==> config.mk <==
export PLATFORM = sky130hd
export DESIGN_NAME = ascd_converter_flat
export DESIGN_NICKNAME = d
export VERILOG_FILES = /design/src/ascd_pkg.sv /design/src/ascd_link_if.sv /design/src/ascd_converter.sv /design/src/flat_wrapper.sv
export VERILOG_INCLUDE_DIRS = /design/src
export SDC_FILE = /design/constraint.sdc
export NUM_CORES = 1
export LEC_CHECK = 0
export BUFFER_PORTS_ARGS = -buffer_cell sky130_fd_sc_hd__buf_4
export CAP_MARGIN = 20
export CORE_AREA = 2 2 136 138
export CTS_BUF_LIST = sky130_fd_sc_hd__clkbuf_4
export DETAILED_ROUTE_END_ITERATION = 16
export DIE_AREA = 0 0 138 140
export GPL_TIMING_DRIVEN = 0
export PLACE_DENSITY = 0.69
export REMOVE_ABC_BUFFERS = 1
export SLEW_MARGIN = 15
export SYNTH_ARGS = -nofsm -noshare
export SYNTH_HDL_FRONTEND = slang
export SYNTH_SLANG_ARGS = --single-unit
==> constraint.sdc <==
create_clock -name ref_clk -period 2.9 [get_ports ref_clk]
set_input_delay 0.29 -clock ref_clk [delete_from_list [all_inputs] [get_ports ref_clk]]
set_output_delay 0.29 -clock ref_clk [all_outputs]
set_load 0.02 [all_outputs]
==> src/ascd_defs.svh <==
`ifndef ASCD_DEFS_SVH
`define ASCD_DEFS_SVH
// ****************************************
// Reset values and timing
// ****************************************
`define ASCD_RESULT_RESET 16'h0000
`define ASCD_DMA_COUNT_RESET 16'h000F
`define ASCD_INPUT_RESET 5'h00
// Conversion time and clock period in ns
`define ASCD_CONVERT_NS 500
`define ASCD_CLK_NS 5
`define ASCD_CONVERT_CYCLES ((`ASCD_CONVERT_NS + `ASCD_CLK_NS - 1) / `ASCD_CLK_NS)
// Scan-enable position within the second control word
`define ASCD_SCAN_ENABLE_BIT 10
`endif

==> src/ascd_pkg.sv <==
package ascd_pkg;
  typedef enum logic [1:0] {
    ASCD_IDLE = 2'b00,
    ASCD_SAMPLE = 2'b01,
    ASCD_CONVERT = 2'b10
  } ascd_phase_type;
  typedef enum logic [0:0] {
    ASCD_WAIT = 1'b0,
    ASCD_MOVE = 1'b1
  } ascd_dma_phase_type;
endpackage

==> src/ascd_link_if.sv <==
interface ascd_link_if;
  logic dmaRequest;
  logic [15:0] resultWord;
  modport converter (output dmaRequest, output resultWord);
  modport dma (input dmaRequest, input resultWord);
endinterface

==> src/ascd_converter.sv <==
// Local design decisions: the plain strobed port.
`include "ascd_defs.svh"
// Summary of operation
// - Auto-sample bit starts acquisition unaided
// - Trigger ends acquisition, starts conversion
// - Each conversion writes result, requests DMA
// - DMA interrupts after transfer count plus one moved results
// - Channels field 00: first channel only
// - Alternate bit 0: primary set always
// - Fixed select field picks input without scan
// - Negative select 0 uses negative reference
// - Scan enable at bit 10 steps inputs
// - Scanning overrides the fixed select field
// - Each bitmap bit includes its input
// - Scan lowest first, then ascending inputs
// - Single input: increment 0000, mode 00
// - Sixteen-input scan: increment 1111, mode 00
// - Simultaneous setting ignored with one channel
// - Buffer split mode zero: one area
// - Sequence continues after buffer-full interrupt
// - Secondary and auxiliary selections have no effect
// - Disable aborts conversion, keeps last result
// - Conversion order: pointer steps one word
module ascd_converter #(
  parameter int CONVERT_CYCLES = `ASCD_CONVERT_CYCLES,
  parameter int INPUTS = 16
) (
  input wire logic ref_clk,
  input wire logic rst_b,
  ascd_link_if.converter link,
  input wire logic module_enable,
  input wire logic auto_sample_enable,
  input wire logic convTrigger,
  input wire logic [1:0] channels_per_sample_sel,
  input wire logic simultaneous_sample_sel,
  input wire logic alternate_input_set_enable,
  input wire logic [15:0] converter_control_two,
  input wire logic [4:0] primary_pos_input_select,
  input wire logic primary_neg_input_select,
  input wire logic [4:0] secondary_pos_input_select,
  input wire logic secondary_neg_input_select,
  input wire logic [INPUTS-1:0] scan_input_bitmap,
  input wire logic [INPUTS-1:0][15:0] analogCode,
  output logic [15:0] conversion_result_word,
  output logic [4:0] posInputSel,
  output logic negUsesReference,
  output logic sampling,
  output logic converting
);
  // ****************************************
  // State
  // ****************************************
  typedef struct packed {
    ascd_pkg::ascd_phase_type phase;
    logic [15:0] count;
    logic [4:0] scanIdx;
    logic [4:0] inputSel;
    logic negRef;
    logic [15:0] result;
    logic request;
  } ascd_conv_state_type;
  ascd_conv_state_type state, next_state;
  logic scanOn;
  logic [4:0] firstScan, nextScan;
  logic firstFound, nextFound;
  initial begin
    if (INPUTS < 1 || INPUTS > 16 || CONVERT_CYCLES < 1 || CONVERT_CYCLES > 65535) begin
      $error("ascd_converter: unsupported parameters");
    end
  end
  // Scan enable sits in the second control word
  assign scanOn = converter_control_two[`ASCD_SCAN_ENABLE_BIT];
  // ****************************************
  // Scan walk
  // ****************************************
  always_comb begin
    firstScan = 5'h00;
    nextScan = 5'h00;
    firstFound = 1'b0;
    nextFound = 1'b0;
    for (int i = 0; i < INPUTS; i++) begin
      if (scan_input_bitmap[i] && !firstFound) begin
        firstScan = 5'(i);
        firstFound = 1'b1;
      end
      if (scan_input_bitmap[i] && !nextFound && 5'(i) > state.scanIdx) begin
        nextScan = 5'(i);
        nextFound = 1'b1;
      end
    end
    if (!nextFound) begin
      nextScan = firstScan;
    end
  end
  // ****************************************
  // Sequencer
  // ****************************************
  // Only the first channel and primary set are modelled, so channel count,
  // simultaneous mode and secondary/auxiliary selects never steer anything.
  always_comb begin
    next_state = state;
    next_state.request = 1'b0;
    unique case (state.phase)
      ascd_pkg::ASCD_IDLE: begin
        if (module_enable && auto_sample_enable) begin
          next_state.phase = ascd_pkg::ASCD_SAMPLE;
          next_state.scanIdx = firstScan;
          next_state.inputSel = scanOn ? firstScan : primary_pos_input_select;
          next_state.negRef = !primary_neg_input_select;
        end
      end
      ascd_pkg::ASCD_SAMPLE: begin
        if (!scanOn) begin
          next_state.inputSel = primary_pos_input_select;
        end
        next_state.negRef = !primary_neg_input_select;
        if (!module_enable) begin
          next_state.phase = ascd_pkg::ASCD_IDLE;
        end else if (convTrigger) begin
          next_state.phase = ascd_pkg::ASCD_CONVERT;
          next_state.count = 16'(CONVERT_CYCLES - 1);
        end
      end
      ascd_pkg::ASCD_CONVERT: begin
        if (!module_enable) begin
          next_state.phase = ascd_pkg::ASCD_IDLE;
        end else if (state.count != 16'h0000) begin
          next_state.count = state.count - 16'h0001;
        end else begin
          // One word per result; the DMA side owns the buffer pointer
          next_state.result = analogCode[state.inputSel[3:0]];
          next_state.request = 1'b1;
          if (scanOn) begin
            next_state.scanIdx = nextScan;
            next_state.inputSel = nextScan;
          end
          // Auto-sample restarts unaided, also after buffer full
          next_state.phase = auto_sample_enable ? ascd_pkg::ASCD_SAMPLE
                                                : ascd_pkg::ASCD_IDLE;
        end
      end
      default: next_state.phase = ascd_pkg::ASCD_IDLE;
    endcase
  end
  always_ff @(posedge ref_clk or negedge rst_b) begin
    if (!rst_b) begin
      state <= '{ascd_pkg::ASCD_IDLE, 16'h0000, `ASCD_INPUT_RESET, `ASCD_INPUT_RESET,
                 1'b1, `ASCD_RESULT_RESET, 1'b0};
    end else begin
      state <= next_state;
    end
  end
  // ****************************************
  // Outputs
  // ****************************************
  assign link.dmaRequest = state.request;
  assign link.resultWord = state.result;
  assign conversion_result_word = state.result;
  assign posInputSel = state.inputSel;
  assign negUsesReference = state.negRef;
  assign sampling = state.phase == ascd_pkg::ASCD_SAMPLE;
  assign converting = state.phase == ascd_pkg::ASCD_CONVERT;
endmodule

==> src/flat_wrapper.sv <==
// flat-port wrapper written by rule: the top's interface ports become plain ports
module ascd_converter_flat 
#(
  parameter int CONVERT_CYCLES = `ASCD_CONVERT_CYCLES,
  parameter int INPUTS = 16
)
  (ref_clk, rst_b, module_enable, auto_sample_enable, convTrigger, channels_per_sample_sel, simultaneous_sample_sel, alternate_input_set_enable, converter_control_two, primary_pos_input_select, primary_neg_input_select, secondary_pos_input_select, secondary_neg_input_select, scan_input_bitmap, analogCode, conversion_result_word, posInputSel, negUsesReference, sampling, converting, link_dmaRequest, link_resultWord);
  ascd_link_if link_i ();
  input wire logic ref_clk;
  input wire logic rst_b;
  input wire logic module_enable;
  input wire logic auto_sample_enable;
  input wire logic convTrigger;
  input wire logic [1:0] channels_per_sample_sel;
  input wire logic simultaneous_sample_sel;
  input wire logic alternate_input_set_enable;
  input wire logic [15:0] converter_control_two;
  input wire logic [4:0] primary_pos_input_select;
  input wire logic primary_neg_input_select;
  input wire logic [4:0] secondary_pos_input_select;
  input wire logic secondary_neg_input_select;
  input wire logic [INPUTS-1:0] scan_input_bitmap;
  input wire logic [INPUTS-1:0][15:0] analogCode;
  output logic [15:0] conversion_result_word;
  output logic [4:0] posInputSel;
  output logic negUsesReference;
  output logic sampling;
  output logic converting;
  output wire logic [$bits(link_i.dmaRequest)-1:0] link_dmaRequest;
  output wire logic [$bits(link_i.resultWord)-1:0] link_resultWord;
  assign link_dmaRequest = link_i.dmaRequest;
  assign link_resultWord = link_i.resultWord;
  ascd_converter #(.CONVERT_CYCLES(CONVERT_CYCLES), .INPUTS(INPUTS)) u_core (.ref_clk(ref_clk), .rst_b(rst_b), .link(link_i), .module_enable(module_enable), .auto_sample_enable(auto_sample_enable), .convTrigger(convTrigger), .channels_per_sample_sel(channels_per_sample_sel), .simultaneous_sample_sel(simultaneous_sample_sel), .alternate_input_set_enable(alternate_input_set_enable), .converter_control_two(converter_control_two), .primary_pos_input_select(primary_pos_input_select), .primary_neg_input_select(primary_neg_input_select), .secondary_pos_input_select(secondary_pos_input_select), .secondary_neg_input_select(secondary_neg_input_select), .scan_input_bitmap(scan_input_bitmap), .analogCode(analogCode), .conversion_result_word(conversion_result_word), .posInputSel(posInputSel), .negUsesReference(negUsesReference), .sampling(sampling), .converting(converting));
endmodule
Word-level counts from Yosys, hierarchy flattened
Index checks and enable logic that the tools add are counted.

operators by class
  bitwise gates (word level) = 1
  reductions and logical operators = 90
  equal/unequal tests = 12
  add/subtract/negate cells = 1
  mux-type cells = 86
  magnitude comparators = 17

operator list
  operator               count
  $mux 5                 17
  $bmux 16 s4            1
  $mux 16                3
  $logic_and 1x1->1      47
  $gt 4x5->1 const A     8
  $mux 1                 37
  $mux 4                 8
  $pmux 16 s2            1
  $logic_not 1->1        31
  $mux 26                1
  $gt 3x5->1 const A     4
  $mux 10                2
  $mux 18                1
  $reduce_bool 16->1     1
  $sub 16x1->16 const B  1
  $pmux 5 s3             1
  $mux 2                 6
  $mux 3                 4
  $ne 2x2->1 const B     6
  $mux 11                1
  $gt 1x5->1 const A     2
  $gt 2x5->1 const A     2
  $pmux 5 s2             1
  $reduce_and 5->1       2
  14 further kinds       19

storage, ports and cells
  register bits after elaboration = 46
  logic and storage cells = 214
  input bits = 309
  output and inout bits = 41

Depth between registers and ports, before layout
  depth after elaboration = 68
  mapped depth = 9
  gate-level depth less buffers = 8

Least setup slack after synthesis
OpenSTA, ideal clock, no wires.

  path kind = flip-flop to flip-flop
  from = register u_core.state[44] (netlist name)
  to = register u_core.state[23] (netlist name)
  buffers on the path = 1
  data required time = 2768 ps
  data arrival time = 2127 ps
  clock period less this slack = 2259 ps
  setup time = 132 ps
  setup slack = 641 ps
  cell stages (with the launch flop) = 9
  path through = dfrtp_1 -> inv_1 -> ha_1 -> clkbuf_1 -> inv_1 -> or4b_4 -> o21a_1 -> o31ai_1 -> a31oi_1

on the way
  cells in the longest elaborated chain, start to end = 3
  elaborated cells between the ends (all ways) = 9
  those cells by class = 5 x eq/ne; 1 x mux; 3 x reduce/logical

ends and longest elaborated chain
  element                                                           RTL line               text
  start, declared                                                   ascd_converter.sv:62   ascd_conv_state_type state, next_state;
  start signal, assigned                                            ascd_converter.sv:147  state <= '{ascd_pkg::ASCD_IDLE, 16'h0000, `ASCD_INPUT_RESET, `ASCD_INPUT_RESET,
  start signal, assigned                                            ascd_converter.sv:150  state <= next_state;
  $eq 2x2->1 (*)                                                    --
  named net converting                                              flat_wrapper.sv:28     output logic converting;
  $ne 2x2->1 (no line) / $reduce_bool 2->1 (equally long branches)  --
  $reduce_and 5->1 (no line)                                        --

Mark *: on every way through the listed nets, which the timed path passes. The rest lies on a longest branch.
A chain may end at the register's enable or synchronous reset.

Final worst setup path
  from = register u_core.state[28] (netlist name)
  to = register u_core.state, in the netlist u_core.conversion_result_word[9]

on the way
  cells in the longest elaborated chain, start to end = 3

ends and longest elaborated chain
  element                     RTL line               text
  $reduce_bool 16->1          ascd_converter.sv:127  end else if (state.count != 16'h0000) begin
  $not 1->1 (no line)         --
  $reduce_and 3->1 (no line)  --

No other way between the ends.

==> reports/metrics.cfg <==
[status]
outcome=finished clean

[clock_tree]
tritoncts.num_buffers=5
cts.sinks=45
htree_levels=2
clk_pin_slew_ns=0.16
worst_skew_pair.late_latency_ns=0.40
cts_tree=yes
root_buffer=sky130_fd_sc_hd__clkbuf_4
clockBufferDepth=2

[drt]
detail_route.vias_per_cell=5.38
detailedRoute.firstPassIterationCount=4
drc_violation_total_after_the_first_tritonroute_iteration=323
detailroute.via_count=5147
detail_route.wl_per_cell_um=22.0
antenna_left=0
wl_um=21000
post-route-drc-count=0

[timing]
drv_slew=0
whs_ns=0.143
finalCritPeriodShare_pct=92.8
rsz_0062_raised_after_global_routing=false
max_freq_mhz=372
final_layout_setup_total_negative_slack_ns=0
timing_worst_slew_pin_value_ns=1.11
setup_viol=0
skew_ns=0.0119
timing.final.crit_period_ns=2.69
final.setup.worst_slack_ns=0.210
timing.final.hold_violations=0
slew_headroom_pct=26.1

[pwr]
portion_of_total_power_attributed_to_the_clock_network_pct=6.9
vdd_drop_max_uv=492
internal_power_uw=2890
seq_power_share_pct=26.9
p_switching_uw=2170
swShare_pct=42.9
power_density_nw_per_um2=672
comb_power_share_pct=66.2
leakage_uw=0.00337

[place]
globalplace.congestion=0.881
post_place_worst_slack_ns=0.181
dp.final_hpwl_um=17400
portBuffers=324
post-place-cells=948

[synthesis]
postSynthCellCount=458
synth_largest_type_area_fraction_pct=35.5
ys.flop_type=sky130_fd_sc_hd__dfrtp_1
synthDistinctLibCells=61
synth_top_cell_by_area=sky130_fd_sc_hd__mux4_2
syn_area_sq_um=5070
ys_seq_elements=45
synth.top_cells.by_area=sky130_fd_sc_hd__mux4_2, sky130_fd_sc_hd__dfrtp_1, sky130_fd_sc_hd__buf_4, sky130_fd_sc_hd__mux2_2, sky130_fd_sc_hd__nor2_1
synth_sequential_area_ratio_pct=22.2
syn_area_per_cell_sq_um=11.1
async_reset_ff_share_pct=100
synthesis.yosys.warnings=0
post_synth_edffs=0

[setup_path]
rr_startpoint=u_core.state[28]
end_kind=register
critical_path.slowest_cell=sky130_fd_sc_hd__nand3_1
critPathBufInv=1
reg2reg_setup_slack_ns=0.21
crit_path_max_incr_delay_ns=0.78
cp_cell_sequence=inv_1, ha_1, nor3b_1, and4_4, nand3_1, mux2_2
critical-path-top-delay-family=simple AND/OR/NAND/NOR gates
worstPathMaxFanout=16
timing.reg2reg.worst_path_depth=6
worstSetupEndpoint=u_core.conversion_result_word[9]
worst_setup_path_startpoint=u_core.state[28]
timing.critical_path.from_type=register
cp_num_cells=6
criticalPathCategory=register to register
critical_path_arrival_ns=2.99
crit_required_ns=3.20
worstReg2RegEnd=u_core.conversion_result_word[9]

[global_routing]
groute.usage.overall_pct=21.2
grt_antenna_before_repair=1
globalRouteOverflowTotal=0
grt_pass1_vias=5314
grt_first_pass_wirelength_um=31400
grt_max_degree=49

[worst_hold_path]
holdCritPathClass=input port to register

[floorplanning]
design.portCount=350
rows=49
core_area_sq_um=17800
fp.dieArea_sq_um=19300
die_width_um=138
floorplan.die.height_um=140
initial_core_util_pct=28.5

[cells_and_area]
ant_diodes=0
syn_to_final_growth_pct=48.3
layout-drive-gt1-share_pct=61.5
finish.cell_count_without_fillers=957
finalCoreUtilization_pct=42.3
number_of_nets_in_the_layout=1041

[job]
drv.max_cap_violation_count=0

[metrics by stage]
step / total power (uW) / area [sq um]
2_1_floorplan: 3670 / 4660
3_3_place_gp: 4730 / 7380
3_5_place_dp: 4740 / 7460
4_1_cts: 5110 / 7530
5_1_grt: 5440 / 7530
6_report: 5060 / 7530
[cells in the mapped netlist (3+ instances only)]
| master | instances |
|---|---|
| sky130_fd_sc_hd__a21oi_1 | 14 |
| sky130_fd_sc_hd__ha_1 | 5 |
| sky130_fd_sc_hd__a22o_1 | 3 |
| sky130_fd_sc_hd__buf_1 | 5 |
| sky130_fd_sc_hd__dfrtp_1 | 44 |
| sky130_fd_sc_hd__xor2_1 | 6 |
| sky130_fd_sc_hd__xnor2_1 | 6 |
| sky130_fd_sc_hd__a31oi_1 | 10 |
| sky130_fd_sc_hd__clkbuf_1 | 14 |
| sky130_fd_sc_hd__nand2b_1 | 9 |
| sky130_fd_sc_hd__and2_1 | 5 |
| sky130_fd_sc_hd__nor4_4 | 3 |
| sky130_fd_sc_hd__nor2_1 | 41 |
| sky130_fd_sc_hd__nor4_1 | 6 |
| sky130_fd_sc_hd__o31ai_1 | 6 |
| sky130_fd_sc_hd__buf_4 | 43 |
| sky130_fd_sc_hd__or4_1 | 3 |
| sky130_fd_sc_hd__o211ai_1 | 5 |
| sky130_fd_sc_hd__o21ai_0 | 12 |
| sky130_fd_sc_hd__nor3_1 | 12 |
| sky130_fd_sc_hd__nand2_1 | 23 |
| sky130_fd_sc_hd__mux4_2 | 80 |
| sky130_fd_sc_hd__a21boi_0 | 3 |
| sky130_fd_sc_hd__o21a_1 | 3 |
| sky130_fd_sc_hd__nor2b_1 | 4 |
| sky130_fd_sc_hd__buf_2 | 4 |
| sky130_fd_sc_hd__mux2_2 | 17 |
| sky130_fd_sc_hd__nand4_1 | 5 |
| sky130_fd_sc_hd__inv_1 | 12 |
| sky130_fd_sc_hd__nand3_1 | 13 |
| sky130_fd_sc_hd__o21bai_1 | 3 |
| sky130_fd_sc_hd__a211oi_1 | 4 |
[logic make-up (layout without fill, tap and decap cells)]
group / count (synthesis) / after routing / synth area share [%]
mux: 98 / 98 / 39.5
xor+xnor: 12 / 12 / 2.07
fa+ha+maj: 5 / 5 / 1.23
flops: 45 / 45 / 22.2
buf+inv: 78 / 348 / 9.05
compound gates: 81 / 81 / 10.9
simple gates: 139 / 139 / 15.0
[timing repair]
| item | 4_1_cts | 5_1_grt |
|---|---|---|
| endpoints found under the hold margin | 44 | 0 |
| hold buffers | 1 | 0 |
| resized for setup | 0 | 0 |
| setup buffers | 0 | 0 |
| endpoints found under the setup margin | 0 | 0 |
[power groups by stage]
stage                     combinational (uW)  sequential, uW  clock [uW]
after CTS                               3360            1360         379
final                                   3350            1360         349
after floorplan                         2230            1450           0
after detailed placement                3360            1380           0
after global placement                  3110            1620           0
after global routing                    3610            1420         405
[worst register-to-register path, delay by kind of cell, from the launching register on]
| kind | cells | cell delay, ns |
|---|---|---|
| multiplexers | 1 | 0.60 |
| buffers and inverters | 1 | 0.07 |
| flip-flops | 1 | 0.43 |
| adder cells (fa/ha/maj) | 1 | 0.22 |
| AND/OR/NAND/NOR | 3 | 1.26 |
[routing by layer]
layer / part of all wire [%] / vias up / GRT usage [%]
met3: 7.1 / 24 / 5.85
met4: 1.9 / 2 / 4.35
li1: - / 2325 / -
met2: 50 / 208 / 35.5
met5: 0.062 / - / 0
met1: 41 / 2588 / 27.7
[flip-flops by register name, indices dropped and copies added, names as in the netlist]
| register | cells |
|---|---|
| u_core.posInputSel | 5 |
| u_core.negUsesReference | 1 |
| u_core.conversion_result_word | 16 |
| u_core.link.dmaRequest | 1 |
| u_core.state | 22 |
[final cells by class]
cell class	count	area, sq um
inverters	12	45.0
repair buffers	328	2500
flip-flops and latches	45	1140
fillers	1761	10300
clock buffers	6	45.0
clock inverters	2	15.0
well taps	229	287
multi-input cells	335	3490
[how the worst min path moves through the flow]
stage	startpoint	to	slack (ns)	depth (start not counted)
finish	primary_pos_input_select[4]	u_core.posInputSel[4]	0.14	2
global route	primary_pos_input_select[4]	u_core.posInputSel[4]	0.11	2
CTS	primary_pos_input_select[4]	u_core.posInputSel[4]	0.11	2
detailed placement	rst_b	u_core.state[44]	0.36	1
global placement	rst_b	u_core.state[44]	0.36	1
floorplan	rst_b	u_core.conversion_result_word[0]	-0.006	0
[cells in the final DEF (no fill, tap or decap), types with 4 or more instances in the layout]
cell type | netlist | layout
sky130_fd_sc_hd__a211oi_1 | 4 | 4
sky130_fd_sc_hd__a21oi_1 | 14 | 14
sky130_fd_sc_hd__a31oi_1 | 10 | 10
sky130_fd_sc_hd__and2_1 | 5 | 5
sky130_fd_sc_hd__buf_4 | 43 | 325
sky130_fd_sc_hd__clkbuf_4 | 0 | 6
sky130_fd_sc_hd__dfrtp_1 | 44 | 41
sky130_fd_sc_hd__ha_1 | 5 | 5
sky130_fd_sc_hd__inv_1 | 12 | 12
sky130_fd_sc_hd__mux2_2 | 17 | 17
sky130_fd_sc_hd__mux4_2 | 80 | 80
sky130_fd_sc_hd__nand2_1 | 23 | 23
sky130_fd_sc_hd__nand2b_1 | 9 | 9
sky130_fd_sc_hd__nand3_1 | 13 | 13
sky130_fd_sc_hd__nand4_1 | 5 | 5
sky130_fd_sc_hd__nor2_1 | 41 | 41
sky130_fd_sc_hd__nor2b_1 | 4 | 4
sky130_fd_sc_hd__nor3_1 | 12 | 12
sky130_fd_sc_hd__nor4_1 | 6 | 6
sky130_fd_sc_hd__o211ai_1 | 5 | 5
sky130_fd_sc_hd__o21ai_0 | 12 | 12
sky130_fd_sc_hd__o31ai_1 | 6 | 6
sky130_fd_sc_hd__xnor2_1 | 6 | 6
sky130_fd_sc_hd__xor2_1 | 6 | 6
No activity file was read; power rests on OpenSTA's default activity.
